$ cat config.mk
export PLATFORM = sky130hd
export DESIGN_NAME = rtcsc_top
export DESIGN_NICKNAME = d
export VERILOG_FILES = /design/src/hdl/rtcsc_pkg.sv /design/src/hdl/rtcsc_cal.sv /design/src/hdl/rtcsc_top.sv
export SDC_FILE = /design/constraint.sdc
export NUM_CORES = 1
export LEC_CHECK = 0
export ABC_AREA = 1
export BUFFER_PORTS_ARGS = -buffer_cell sky130_fd_sc_hd__buf_2
export CAP_MARGIN = 20
export CORE_ASPECT_RATIO = 0.75
export CORE_MARGIN = 2
export CORE_UTILIZATION = 60
export DETAILED_ROUTE_END_ITERATION = 8
export GPL_TIMING_DRIVEN = 1
export PLACE_DENSITY_LB_ADDON = 0.05
export SETUP_SLACK_MARGIN = 0.4
export SYNTH_ARGS = -nofsm -noshare
export SYNTH_HDL_FRONTEND = slang
export SYNTH_SLANG_ARGS = --single-unit
export TNS_END_PERCENT = 30
$ cat constraint.sdc
create_clock -name clk -period 3.1 [get_ports clk]
set_input_delay 0.155 -clock clk [delete_from_list [all_inputs] [get_ports clk]]
set_output_delay 0.155 -clock clk [all_outputs]
set_load 0.01 [all_outputs]
$ cat src/hdl/rtcsc_pkg.sv
// Purpose: Shared constants and types of the serial calendar clock
// Assumes: Serial frames are eight bits, sent least significant bit first
// Notes: Timer data is seven BCD bytes, seconds in the lowest byte
package rtcsc_pkg;

  // Frame codes, all invalid as BCD digits
  localparam logic [7:0] START_TWR = 8'h5F;
  localparam logic [7:0] START_TRD = 8'hDF;
  localparam logic [7:0] START_CWR = 8'h9F;
  localparam logic [7:0] STOP_CODE = 8'h1F;

  // Widths of the serial data
  localparam int unsigned TIMER_BITS = 56;
  localparam int unsigned CTRL_BITS = 4;
  localparam int unsigned SHIFT_BITS = 64;
  localparam int unsigned STOP_LSB = 56;
  localparam int unsigned CTRL_LSB = 52;
  localparam logic [2:0] FRAME_LAST = 3'h7;
  localparam logic [6:0] RD_TOTAL = 7'h40;

  // Time base and wake-up timing
  localparam int unsigned TB_32K_HZ = 32000;
  localparam int unsigned TB_384K_HZ = 384000;
  localparam int unsigned WAKE_US = 720;
  localparam int unsigned US_PER_S = 1000000;

  // Control data
  localparam logic [3:0] CTRL_RST = 4'h1;
  localparam int unsigned CTRL_WAKE_EN = 0;

  // BCD limits and defaults
  localparam logic [7:0] BCD_ZERO = 8'h00;
  localparam logic [7:0] BCD_ONE = 8'h01;
  localparam logic [7:0] SEC_MAX = 8'h59;
  localparam logic [7:0] HOUR_MAX = 8'h23;
  localparam logic [7:0] DOW_MAX = 8'h07;
  localparam logic [7:0] MON_MAX = 8'h12;
  localparam logic [7:0] YEAR_MAX = 8'h99;
  localparam logic [7:0] DAYS_28 = 8'h28;
  localparam logic [7:0] DAYS_29 = 8'h29;
  localparam logic [7:0] DAYS_30 = 8'h30;
  localparam logic [7:0] DAYS_31 = 8'h31;
  localparam logic [7:0] MON_FEB = 8'h02;
  localparam logic [7:0] MON_APR = 8'h04;
  localparam logic [7:0] MON_JUN = 8'h06;
  localparam logic [7:0] MON_SEP = 8'h09;
  localparam logic [7:0] MON_NOV = 8'h11;
  localparam logic [3:0] DIGIT_MAX = 4'h9;

  typedef struct packed {
    logic [7:0] year;
    logic [7:0] month;
    logic [7:0] date;
    logic [7:0] dow;
    logic [7:0] hour;
    logic [7:0] minute;
    logic [7:0] sec;
  } rtcsc_time_s;

  localparam rtcsc_time_s TIME_RST = '{8'h00, 8'h01, 8'h01, 8'h01,
                                       8'h00, 8'h00, 8'h00};

  // Data line drive: level, enable, weak pull-down
  typedef struct packed {
    logic level;
    logic drive;
    logic pull_dn;
  } rtcsc_pin_s;

  typedef enum logic [5:0] {
    ST_HUNT   = 6'b00_0001,
    ST_WR_TMR = 6'b00_0010,
    ST_WR_CTL = 6'b00_0100,
    ST_LD_TMR = 6'b00_1000,
    ST_LD_CTL = 6'b01_0000,
    ST_READ   = 6'b10_0000
  } rtcsc_state_e;

endpackage : rtcsc_pkg

$ cat src/hdl/rtcsc_cal.sv
// Purpose: BCD calendar counters with load-time value correction
// Assumes: One tick per second; load and tick are single-cycle pulses
// Notes: Load wins over a tick in the same cycle
`timescale 1ns/1ps
module rtcsc_cal (
  // Clock and reset
  input wire logic clk,
  input wire logic rst,
  // Count and load
  input wire logic tick,
  input wire logic load,
  input rtcsc_pkg::rtcsc_time_s load_val,
  // Current time
  output rtcsc_pkg::rtcsc_time_s time_q
);
  import rtcsc_pkg::*;

  rtcsc_time_s time_d;

  function automatic logic bcd_in(input logic [7:0] v, input logic [7:0] lo,
                                  input logic [7:0] hi);
    bcd_in = (v[3:0] <= DIGIT_MAX) && (v[7:4] <= DIGIT_MAX) &&
             (v >= lo) && (v <= hi);
  endfunction : bcd_in

  function automatic logic [7:0] bcd_inc(input logic [7:0] v);
    if (v[3:0] == DIGIT_MAX) begin
      bcd_inc = {v[7:4] + 4'h1, 4'h0};
    end else begin
      bcd_inc = {v[7:4], v[3:0] + 4'h1};
    end
  endfunction : bcd_inc

  // Every fourth year through 2099, 2000 included
  function automatic logic is_leap(input logic [7:0] y);
    if (y[4]) begin
      is_leap = (y[3:0] == 4'h2) || (y[3:0] == 4'h6);
    end else begin
      is_leap = (y[3:0] == 4'h0) || (y[3:0] == 4'h4) || (y[3:0] == 4'h8);
    end
  endfunction : is_leap

  function automatic logic [7:0] last_day(input logic [7:0] m,
                                          input logic [7:0] y);
    case (m)
      MON_FEB: last_day = is_leap(y) ? DAYS_29 : DAYS_28;
      MON_APR, MON_JUN, MON_SEP, MON_NOV: last_day = DAYS_30;
      default: last_day = DAYS_31;
    endcase
  endfunction : last_day

  // Out-of-range fields fall back to defaults; unused bits end up zero
  function automatic rtcsc_time_s correct(input rtcsc_time_s t);
    rtcsc_time_s c;
    c = t;
    if (!bcd_in(t.sec, BCD_ZERO, SEC_MAX)) c.sec = BCD_ZERO;
    if (!bcd_in(t.minute, BCD_ZERO, SEC_MAX)) c.minute = BCD_ZERO;
    if (!bcd_in(t.hour, BCD_ZERO, HOUR_MAX)) c.hour = BCD_ZERO;
    if (!bcd_in(t.dow, BCD_ONE, DOW_MAX)) c.dow = BCD_ONE;
    if (!bcd_in(t.month, BCD_ONE, MON_MAX)) c.month = BCD_ONE;
    if (!bcd_in(t.year, BCD_ZERO, YEAR_MAX)) c.year = BCD_ZERO;
    if (!bcd_in(t.date, BCD_ONE, last_day(c.month, c.year))) begin
      c.date = BCD_ONE;
    end
    correct = c;
  endfunction : correct

  always_comb begin
    time_d = time_q;
    if (load) begin
      time_d = correct(load_val);
    end else if (tick) begin
      // BCD ripple from seconds up to year
      time_d.sec = bcd_inc(time_q.sec);
      if (time_q.sec == SEC_MAX) begin
        time_d.sec = BCD_ZERO;
        time_d.minute = bcd_inc(time_q.minute);
        if (time_q.minute == SEC_MAX) begin
          time_d.minute = BCD_ZERO;
          time_d.hour = bcd_inc(time_q.hour);
          if (time_q.hour == HOUR_MAX) begin
            time_d.hour = BCD_ZERO;
            time_d.dow = (time_q.dow == DOW_MAX) ? BCD_ONE
                                                 : bcd_inc(time_q.dow);
            time_d.date = bcd_inc(time_q.date);
            if (time_q.date == last_day(time_q.month, time_q.year)) begin
              time_d.date = BCD_ONE;
              time_d.month = bcd_inc(time_q.month);
              if (time_q.month == MON_MAX) begin
                time_d.month = BCD_ONE;
                time_d.year = (time_q.year == YEAR_MAX) ? BCD_ZERO
                                                        : bcd_inc(time_q.year);
              end
            end
          end
        end
      end
    end
  end

  always_ff @(posedge clk) begin
    if (rst) begin
      time_q <= TIME_RST;
    end else begin
      time_q <= time_d;
    end
  end
endmodule : rtcsc_cal

$ cat src/hdl/rtcsc_top.sv
// Purpose: Two-wire serial front end of a BCD calendar clock with wake-up
// Assumes: Serial clock, data and time base are sampled on clk
// Notes: Serial clock must be far slower than clk for edges to be seen
//
// How it works
// - Time fields held as four-bit BCD digits
// - Month ends and leap days through 2099
// - Unused timer bits hold zero; control keeps all four written bits
// - Control-only write leaves counters untouched
// - Start code 5F enters timer write
// - Start code DF enters timer read
// - Start code 9F enters control-only write
// - Stop code 1F closes every transfer
// - Device sends read stop, then releases line
// - Frame codes are never valid BCD bytes
// - Write bits sampled on serial clock rise
// - Control write keeps last four bits
// - Control loaded on fall after stop
// - All serial data least significant first
// - Wake-up pulls low every 720 us
// - Control bit 0 governs the wake-up output
// - Time base divided down to 1 Hz
// - Host drives serial clock, low when idle
// - Pull-down only while data line input
// - Keeps seconds through two-digit year
// - Timer write halts divider, loads 56 bits
// - Read drives line, shifts 64 bits out
// - Invalid written time fields become defaults
`timescale 1ns/1ps
module rtcsc_top #(
  parameter int unsigned TIMEBASE_HZ = rtcsc_pkg::TB_32K_HZ
) (
  // Clock and reset
  input wire logic clk,
  input wire logic rst,
  // External time base
  input wire logic ext_timebase_in,
  // Serial link from host
  input wire logic ser_clk_in,
  input wire logic ser_data_in,
  output rtcsc_pkg::rtcsc_pin_s ser_data_pin,
  // Wake-up open-drain enable, high pulls the pin low
  output logic wake_pull_low
);
  import rtcsc_pkg::*;

  localparam int unsigned DIV_W = $clog2(TIMEBASE_HZ);
  localparam logic [DIV_W-1:0] DIV_LAST = DIV_W'(TIMEBASE_HZ - 1);
  localparam int unsigned WAKE_RAW = (WAKE_US * TIMEBASE_HZ) / US_PER_S;
  localparam int unsigned WAKE_TICKS = (WAKE_RAW < 1) ? 1 : WAKE_RAW;
  localparam int unsigned WK_W = $clog2(WAKE_TICKS + 1);
  localparam logic [WK_W-1:0] WAKE_LAST = WK_W'(WAKE_TICKS - 1);
  localparam logic [WK_W-1:0] WK_ZERO = '0;

  // Input synchronisers, third stage for edge detection
  logic [2:0] tb_q;
  logic [2:0] sck_q;
  logic [1:0] sd_q;
  logic tb_rise;
  logic sck_rise;
  logic sck_fall;
  logic sd;

  // Frame engine
  rtcsc_state_e state_q, state_d;
  logic [2:0] bit_q, bit_d;
  logic [SHIFT_BITS-1:0] sr_q, sr_d;
  logic [SHIFT_BITS-1:0] rd_q, rd_d;
  logic [6:0] rd_idx_q, rd_idx_d;
  logic [CTRL_BITS-1:0] ctrl_q, ctrl_d;
  rtcsc_pin_s pin_q, pin_d;
  logic frame_end;
  logic [7:0] code;
  logic cal_load_q, cal_load_d;

  // Divider and wake-up
  logic [DIV_W-1:0] div_q, div_d;
  logic div_run_q, div_run_d;
  logic tick;
  logic [WK_W-1:0] wk_q, wk_d;
  logic wake_q, wake_d;

  rtcsc_time_s time_now;

  always_ff @(posedge clk) begin
    if (rst) begin
      tb_q <= 3'h0;
      sck_q <= 3'h0;
      sd_q <= 2'h0;
    end else begin
      tb_q <= {tb_q[1:0], ext_timebase_in};
      sck_q <= {sck_q[1:0], ser_clk_in};
      sd_q <= {sd_q[0], ser_data_in};
    end
  end

  assign tb_rise = tb_q[1] && !tb_q[2];
  assign sck_rise = sck_q[1] && !sck_q[2];
  assign sck_fall = !sck_q[1] && sck_q[2];
  assign sd = sd_q[1];

  // Eighth rise of a byte; code is the byte as it completes, LSB first
  assign frame_end = sck_rise && (bit_q == FRAME_LAST);
  assign code = {sd, sr_q[SHIFT_BITS-1:SHIFT_BITS-7]};

  always_comb begin
    state_d = state_q;
    bit_d = bit_q;
    sr_d = sr_q;
    rd_d = rd_q;
    rd_idx_d = rd_idx_q;
    ctrl_d = ctrl_q;
    pin_d = pin_q;
    cal_load_d = 1'b0;
    div_run_d = div_run_q;
    if (sck_rise) begin
      bit_d = bit_q + 3'h1;
      if (state_q != ST_READ) begin
        sr_d = {sd, sr_q[SHIFT_BITS-1:1]};
      end
    end
    case (state_q)
      ST_HUNT: begin
        if (frame_end) begin
          case (code)
            START_TWR: begin
              state_d = ST_WR_TMR;
              div_run_d = 1'b0;
              sr_d = '0;
            end
            START_TRD: begin
              state_d = ST_READ;
              rd_d = {STOP_CODE, time_now};
              rd_idx_d = 7'h00;
            end
            START_CWR: state_d = ST_WR_CTL;
            default: state_d = ST_HUNT;
          endcase
        end
      end
      ST_WR_TMR: begin
        // Data bytes are BCD, so only the stop code can match
        if (frame_end && code == STOP_CODE) begin
          state_d = ST_LD_TMR;
        end
      end
      ST_WR_CTL: begin
        if (frame_end && code == STOP_CODE) begin
          state_d = ST_LD_CTL;
        end
      end
      ST_LD_TMR: begin
        if (sck_fall) begin
          cal_load_d = 1'b1;
          div_run_d = 1'b1;
          state_d = ST_HUNT;
        end
      end
      ST_LD_CTL: begin
        if (sck_fall) begin
          // Last four bits before the stop code; counters untouched
          ctrl_d = sr_q[CTRL_LSB +: CTRL_BITS];
          state_d = ST_HUNT;
        end
      end
      ST_READ: begin
        if (sck_fall) begin
          if (rd_idx_q == RD_TOTAL) begin
            pin_d = '{level: 1'b0, drive: 1'b0, pull_dn: 1'b1};
            state_d = ST_HUNT;
          end else begin
            pin_d = '{level: rd_q[0], drive: 1'b1, pull_dn: 1'b0};
            rd_d = {1'b0, rd_q[SHIFT_BITS-1:1]};
            rd_idx_d = rd_idx_q + 7'h01;
          end
        end
      end
      default: begin
        state_d = ST_HUNT;
        pin_d = '{level: 1'b0, drive: 1'b0, pull_dn: 1'b1};
      end
    endcase
  end

  always_ff @(posedge clk) begin
    if (rst) begin
      state_q <= ST_HUNT;
      bit_q <= 3'h0;
      sr_q <= '0;
      rd_q <= '0;
      rd_idx_q <= 7'h00;
      ctrl_q <= CTRL_RST;
      pin_q <= '{level: 1'b0, drive: 1'b0, pull_dn: 1'b1};
      cal_load_q <= 1'b0;
      div_run_q <= 1'b1;
    end else begin
      state_q <= state_d;
      bit_q <= bit_d;
      sr_q <= sr_d;
      rd_q <= rd_d;
      rd_idx_q <= rd_idx_d;
      ctrl_q <= ctrl_d;
      pin_q <= pin_d;
      cal_load_q <= cal_load_d;
      div_run_q <= div_run_d;
    end
  end

  // One-second tick from the time base; cleared while a timer write is open
  assign tick = div_run_q && tb_rise && (div_q == DIV_LAST);

  always_comb begin
    div_d = div_q;
    if (!div_run_q) begin
      div_d = '0;
    end else if (tb_rise) begin
      div_d = (div_q == DIV_LAST) ? '0 : div_q + DIV_W'(1);
    end
    wk_d = wk_q;
    if (tb_rise) begin
      wk_d = (wk_q == WAKE_LAST) ? WK_ZERO : wk_q + WK_W'(1);
    end
    wake_d = ctrl_q[CTRL_WAKE_EN] && (wk_q == WK_ZERO);
  end

  always_ff @(posedge clk) begin
    if (rst) begin
      div_q <= '0;
      wk_q <= WK_ZERO;
      wake_q <= 1'b0;
    end else begin
      div_q <= div_d;
      wk_q <= wk_d;
      wake_q <= wake_d;
    end
  end

  rtcsc_cal u_cal (
    .clk(clk),
    .rst(rst),
    .tick(tick),
    .load(cal_load_q),
    .load_val(rtcsc_time_s'(sr_q[TIMER_BITS-1:0])),
    .time_q(time_now)
  );

  assign ser_data_pin = pin_q;
  assign wake_pull_low = wake_q;
endmodule : rtcsc_top

Word-level counts from Yosys, hierarchy flattened. Index checks and enable logic that the tools add are counted.

Register bits after elaboration: 235. Latch bits: 0. Memory bits (writable): 0. Bits in read-only memories: 0. Bits of input ports: 5. Output and inout port bits: 4. Word-level logic and storage cells: 294. Memories: 0.

Add/subtract/negate cells: 18. $mul: 0. Div/mod/pow operators: 0. Order comparisons: 28. Eq/ne operators: 57. Shifts and indexed selects: 0. Muxes and demuxes: 78. Bitwise logic cells: 3. Reduce and logical (&&, ||, !) cells: 79.

Operator list (number): 64-bit 2-to-1 mux (9); 8-bit 2-to-1 mux (24); 56-bit 2-to-1 mux (3); 64-bit one-hot mux with 2 select lines (1); 4-bit by 1-bit adder with 4-bit output (second input constant) (14); 8-bit by 1-bit greater-or-equal comparator with 1-bit output (second input constant) (7); 4-bit less-or-equal comparator (second input constant) (14); 48-bit 2-to-1 mux (1); 8-bit by 3-bit == test with 1-bit output (second input constant) (5); 40-bit 2-to-1 mux (1); 4-bit == test (second input constant) (9); 6-bit 2-to-1 mux (6); 8-bit by 5-bit == test with 1-bit output (second input constant) (4); 8-bit one-hot mux with 2 select lines (2); 6-bit one-hot mux with 5 select lines (1); 1-bit logical AND (29); 7-bit 2-to-1 mux (4); 8-bit by 7-bit == test with 1-bit output (second input constant) (3); 8-bit == test (second input constant) (3); 24-bit 2-to-1 mux (1); 3-bit nonzero test (7); 5-bit AND reduction (4); 6-bit one-hot mux with 3 select lines (1); 6-bit AND reduction (3); 50 further kinds (107).

Depth between registers and ports, before layout.
Word-level depth: 24. Mapped depth: 20.

Modules after synthesis. A second synthesis with hierarchy kept.

Cell total of the unflattened synthesis: 1832. Area total of the unflattened synthesis: 12182.9 sq um.

Modules (own cells, without submodules): rtcsc_top (times used 1, cells each 1136, area an instance 7816.2 sq um); rtcsc_cal (times used 1, cells each 696, area an instance 4366.7 sq um).

Worst setup path after synthesis. No wires, ideal clock.

Path kind: flip-flop to flip-flop. Start point: register sr_q[41]. End point: register u_cal.time_q[36] (netlist bit). Data arrival time: 2.399 ns. Setup slack: 0.637 ns. Stages on the path, launching flop included: 20. Path buffers: 0. Clock period less this slack: 2.463 ns. Cell sequence: dfxtp_1 inv_1 nand3_1 a21oi_1 nand2_1 nor2_1 nand2_1 nor3b_1 a21oi_1 ha_1 nand3_1 o31ai_1 nand3_1 nand2_1 nand3_1 nor2_1 nand2_1 nand2_1 nor2_1 nor2_1.

Longest elaborated chain between the ends: 14. Elaborated cells between the ends (all ways): 20. Those cells by class: order compare: 4; eq/ne: 5; mux: 6; reduce/logical: 5.

Ends and longest elaborated chain: from (decl) (RTL line rtcsc_top.sv:67) `logic [SHIFT_BITS-1:0] sr_q, sr_d;`; from (signal assigned) (RTL line rtcsc_top.sv:199) `sr_q <= sr_d;`; parallel branches: the longest is 4 deep, another holds 8-bit by 1-bit greater-or-equal comparator with 1-bit output; 8-bit 2-to-1 mux * (RTL line rtcsc_cal.sv:60) `if (!bcd_in(t.month, BCD_ONE, MON_MAX)) c.month = BCD_ONE;`; 8-bit 2-to-1 mux * (RTL line rtcsc_cal.sv:70) `if (load) begin`; 8-bit by 3-bit == test with 1-bit output (tied with other cells) (RTL line rtcsc_cal.sv:45) `case (m)`; 4-bit OR reduction (RTL line rtcsc_cal.sv:45); 8-bit one-hot mux with 2 select lines * (RTL line rtcsc_cal.sv:45); 8-bit 2-to-1 mux * (RTL line rtcsc_cal.sv:70); 8-bit less-or-equal comparator * (RTL line rtcsc_cal.sv:23) `(v >= lo) && (v <= hi);`; 1-bit logical AND * (RTL line rtcsc_cal.sv:23); 8-bit 2-to-1 mux * (RTL line rtcsc_cal.sv:62) `if (!bcd_in(t.date, BCD_ONE, last_day(c.month, c.year))) begin`; 56-bit 2-to-1 mux * (RTL line rtcsc_cal.sv:70); to (signal assigned) (RTL line rtcsc_cal.sv:105) `time_q <= time_d;`; to (decl) (RTL line rtcsc_cal.sv:14) `output rtcsc_pkg::rtcsc_time_s time_q`.

Every way passes the cells marked *. The select of a mux whose other input is x is not followed. A chain may end at the register's enable or synchronous reset.

Final worst setup path. Same ends and word-level chain as after synthesis.

==> impl_metrics.sql <==
INSERT INTO impl_metrics (metric_group, metric, value, unit) VALUES
('die', 'initial_core_util', '61.4', '%'),
('synth', 'synth_top_cells_by_area', 'dfxtp_1 39%, nor2_1 7.5%, nand2_1 7.4%, o21ai_0 7.0%, inv_1 7.0%', ''),
('sta', 'final_min_period_over_clock_period', '85.4', '%'),
('worst_setup_path', 'setup.worst_path.end_class', 'flip-flop', ''),
('detailed_routing', 'drt_drc_violations_left', '0', ''),
('run', 'drv_cap', '0', ''),
('synth', 'yosysTopAreaCell', 'dfxtp_1', ''),
('power_and_ir_drop', 'vdd_ir_drop_max', '0.000448', 'V'),
('power_and_ir_drop', 'p_leak', '5.36', 'nW'),
('global_routing', 'overflow', '0', ''),
('clock_tree', 'clock_tree.root_cell', 'clkbuf_16', ''),
('synth', 'synth_common_cells', '239 x nor2_1, 234 x nand2_1, 232 x dfxtp_1, 221 x inv_1, 167 x o21ai_0', ''),
('worst_setup_path', 'critical_path_arrival', '3100', 'ps'),
('detailed_routing', 'dr.pass1.iters', '5', ''),
('sta', 'setup_repair_after_global_routing_missed_its_margin', 'true', ''),
('detailed_routing', 'vias_per_cell', '5.47', ''),
('synth', 'synth-seq-area-share', '38.9', '%'),
('place', 'dpl.cell_count', '1879', ''),
('sta', 'timing_hold_violations_final', '0', ''),
('die', 'chipWidth', '167', 'microns'),
('final_layout', 'antenna-diode-count', '0', ''),
('sta', 'slew-limit-headroom', '51.2', '%'),
('sta', 'maxClockFrequency', '378', 'MHz'),
('die', 'die_h', '126', 'microns'),
('clock_tree', 'clk_pin_slew_worst_paths', '60', 'ps'),
('detailed_routing', 'routedWlPerCell', '13.6', 'microns'),
('synth', 'synthArstFlopShare', '0', '%'),
('sta', 'fin_worst_skew', '10.2', 'ps'),
('synth', 'synth_enable_flop_cells', '0', ''),
('synth', 'yosysMostFrequentCell', 'nor2_1', ''),
('global_routing', 'initial_antenna_violation_count', '0', ''),
('synth', 'postSynthNetCount', '1714', ''),
('final_layout', 'final_instance_area', '0.0130', 'sq mm'),
('detailed_routing', 'wirelength', '26200', 'microns'),
('sta', 'layout_min_cycle_time', '2650', 'ps'),
('sta', 'tns', '0', 'ps'),
('place', 'gp_congestion', '0.862', ''),
('sta', 'finalSetupViolCount', '0', ''),
('place', 'place_hpwl', '17200', 'microns'),
('worst_setup_path', 'critPathLaunchType', 'flip-flop', ''),
('clock_tree', 'cts_tree', 'done', ''),
('sta', 'worst_slew_pin_slew', '733', 'ps'),
('synth', 'synth-seq-cells', '232', ''),
('global_routing', 'grt_start_max_net_pins', '106', ''),
('final_layout', 'layout-drive-gt1-share', '9.08', '%'),
('detailed_routing', 'route.vias.total', '10500', ''),
('clock_tree', 'cts_sinks', '232', ''),
('die', 'standard_cell_row_count', '44', ''),
('worst_setup_path', 'crit_fanout', '6', ''),
('die', 'io-pin-count', '9', ''),
('worst_setup_path', 'worst_ep_required_time', '3560', 'ps'),
('synth', 'ys_warn_count', '0', ''),
('status', 'result_of_the_run', 'completed', ''),
('clock_tree', 'clock_tree.htree_level_count', '1', ''),
('synth', 'synth_largest_type_area_fraction', '38.9', '%'),
('die', 'total_die_area', '0.0210', 'sq mm'),
('synth', 'mappedNetlistArea', '0.0119', 'sq mm'),
('power_and_ir_drop', 'power_per_cell_area', '595', 'mW/mm^2'),
('synth', 'postSynthAreaPerCell', '7.13', 'sq um'),
('final_layout', 'instances_no_fill', '1927', ''),
('global_routing', 'grt.total_usage', '24.5', '%'),
('clock_tree', 'cts-buffers-inserted', '24', ''),
('final_layout', 'nNetsFinal', '1698', ''),
('synth', 'post_synth_inst_count', '1674', ''),
('sta', 'final-max-slew-violation-count', '0', ''),
('die', 'fp.coreArea', '0.0194', 'sq mm'),
('global_routing', 'grt_first_pass_wirelength', '44600', 'microns'),
('final_layout', 'areaGrowthSynthToFinish', '9.27', '%'),
('place', 'placedInstanceArea', '0.0120', 'sq mm'),
('clock_tree', 'cts-root-to-sink-buffers', '3', ''),
('detailed_routing', 'detail-route-antenna-nets', '0', ''),
('clock_tree', 'worst_skew_pair.late_latency', '520', 'ps'),
('global_routing', 'first_global_vias', '9524', ''),
('synth', 'synth_top_flop_cell', 'dfxtp_1', ''),
('synth', 'synth.distinct_cells', '52', ''),
('worst_setup_path', 'setup.worst_path.class', 'reg -> reg', ''),
('place', 'numPortBuffers', '8', ''),
('hold_path', 'min-delay-path-class', 'in -> reg', ''),
('sta', 'hold-worst-slack', '204', 'ps'),
('detailed_routing', 'drtIter0Drc', '789', '');
## timing repair
action,4_1_cts,5_1_grt
endpoints found under the setup margin,6,7
hold buffers,3,0
resized for setup,2,33
pin swaps,0,15
endpoints found under the hold margin,3,0
setup buffers,0,3
## registers in the layout, summed over array words and instances (netlist names)
name           count
wake_pull_low      1
sd_q               2
state_q            6
u_cal.time_q      56
cal_load_q         1
div_q             15
bit_q              3
div_run_q          1
rd_q              61
rd_idx_q           7
ser_data_pin       3
tb_q               3
sr_q              64
sck_q              3
ctrl_q             1
wk_q               5
## stage by stage
| stage | power [mW] | utilization, % | setup WS, ps |
|---|---|---|---|
| finish | 7.76 | 67.1 | 454 |
| global route | 8.17 | 67.1 | 205 |
| CTS | 7.79 | 66.5 | 407 |
| detailed placement | 4.74 | 61.9 | 230 |
| global placement | 4.70 | 61.9 | 317 |
| floorplan | 4.57 | - | 637 |
## worst max-delay path, stage by stage, from the launching register on
cell	delay [ps]
dfxtp_2	370
inv_4	60
o211ai_1	200
nand3_1	140
nand2_2	160
inv_2	60
nand2_2	80
nor3b_4	260
a21oi_2	90
ha_1	300
nand3_2	80
o31ai_2	70
nand3_1	100
nand2_1	80
nand3_2	100
nor2_4	190
nand2_1	70
nand2_1	60
nor2_1	40
nor2_1	70
## path summary, 6_finish.rpt
| path | start | to | slack [ps] | cells after the start |
|---|---|---|---|---|
| min | rst | tb_q[2] | 200 | 3 |
| max reg2reg | sr_q[41] | u_cal.time_q[36] | 450 | 19 |
| max | sr_q[41] | u_cal.time_q[36] | 450 | 19 |
| min reg2reg | sd_q[0] | sd_q[1] | 400 | 2 |
## kinds of logic (layout without fill, tap and decap cells)
group / Yosys count / after routing / share of synthesized area, %
AND/OR/NAND/NOR: 666 / 666 / 25.3
AO/OA/AOI/OAI: 412 / 412 / 19.5
buffers and inverters: 304 / 304 / 10.8
flip-flops: 232 / 232 / 38.9
adder cells (fa/ha/maj): 35 / 35 / 3.67
XOR/XNOR: 25 / 25 / 1.83
## power by group
| group | leakage (nW) | switching [mW] | total, mW | internal, mW |
|---|---|---|---|---|
| Clock | 0.413 | 1.19 | 3.05 | 1.86 |
| Combinational | 3.06 | 0.928 | 1.36 | 0.429 |
| Sequential | 1.89 | 0.111 | 3.36 | 3.25 |
## cell usage in the layout, fill, tap and decap left out, types with 4 or more instances in the layout
cell       count
nor2_1       237
nand2_1      230
dfxtp_1      228
inv_1        215
o21ai_0      165
a21oi_1      123
nand3_1       69
a211oi_1      56
nor3_1        44
ha_1          34
clkbuf_16     25
nand4_1       24
o22ai_1       23
xor2_1        16
buf_4         16
o21ai_1       14
inv_2         11
nand2_2        9
xnor2_1        9
nand3_2        8
a21oi_2        8
buf_2          8
nor2_2         7
nand2_4        7
nor4_1         6
clkbuf_8       6
inv_4          5
o211ai_1       5
nor2_4         5
clkinv_2       4
o32ai_1        4
nor3b_1        4
## layout make-up
cell class	instances	area (sq um)
clock buffer	33	716
sequential	232	4650
inverter	233	888
clock inverter	9	129
timing repair buffer	29	230
multi-input combinational	1138	6100
fill	1729	6390
tap	253	317
## layer usage
layer  GRT usage (%)  vias to the layer above  share of wire (%)
met2            38.8                      210                 43
li1                -                     5503                  -
met1            35.8                     4795                 51
met5               0                        -                  0
met4            5.88                        0                1.7
met3            2.80                       36                4.0
Power figures use the tool's default switching activity.
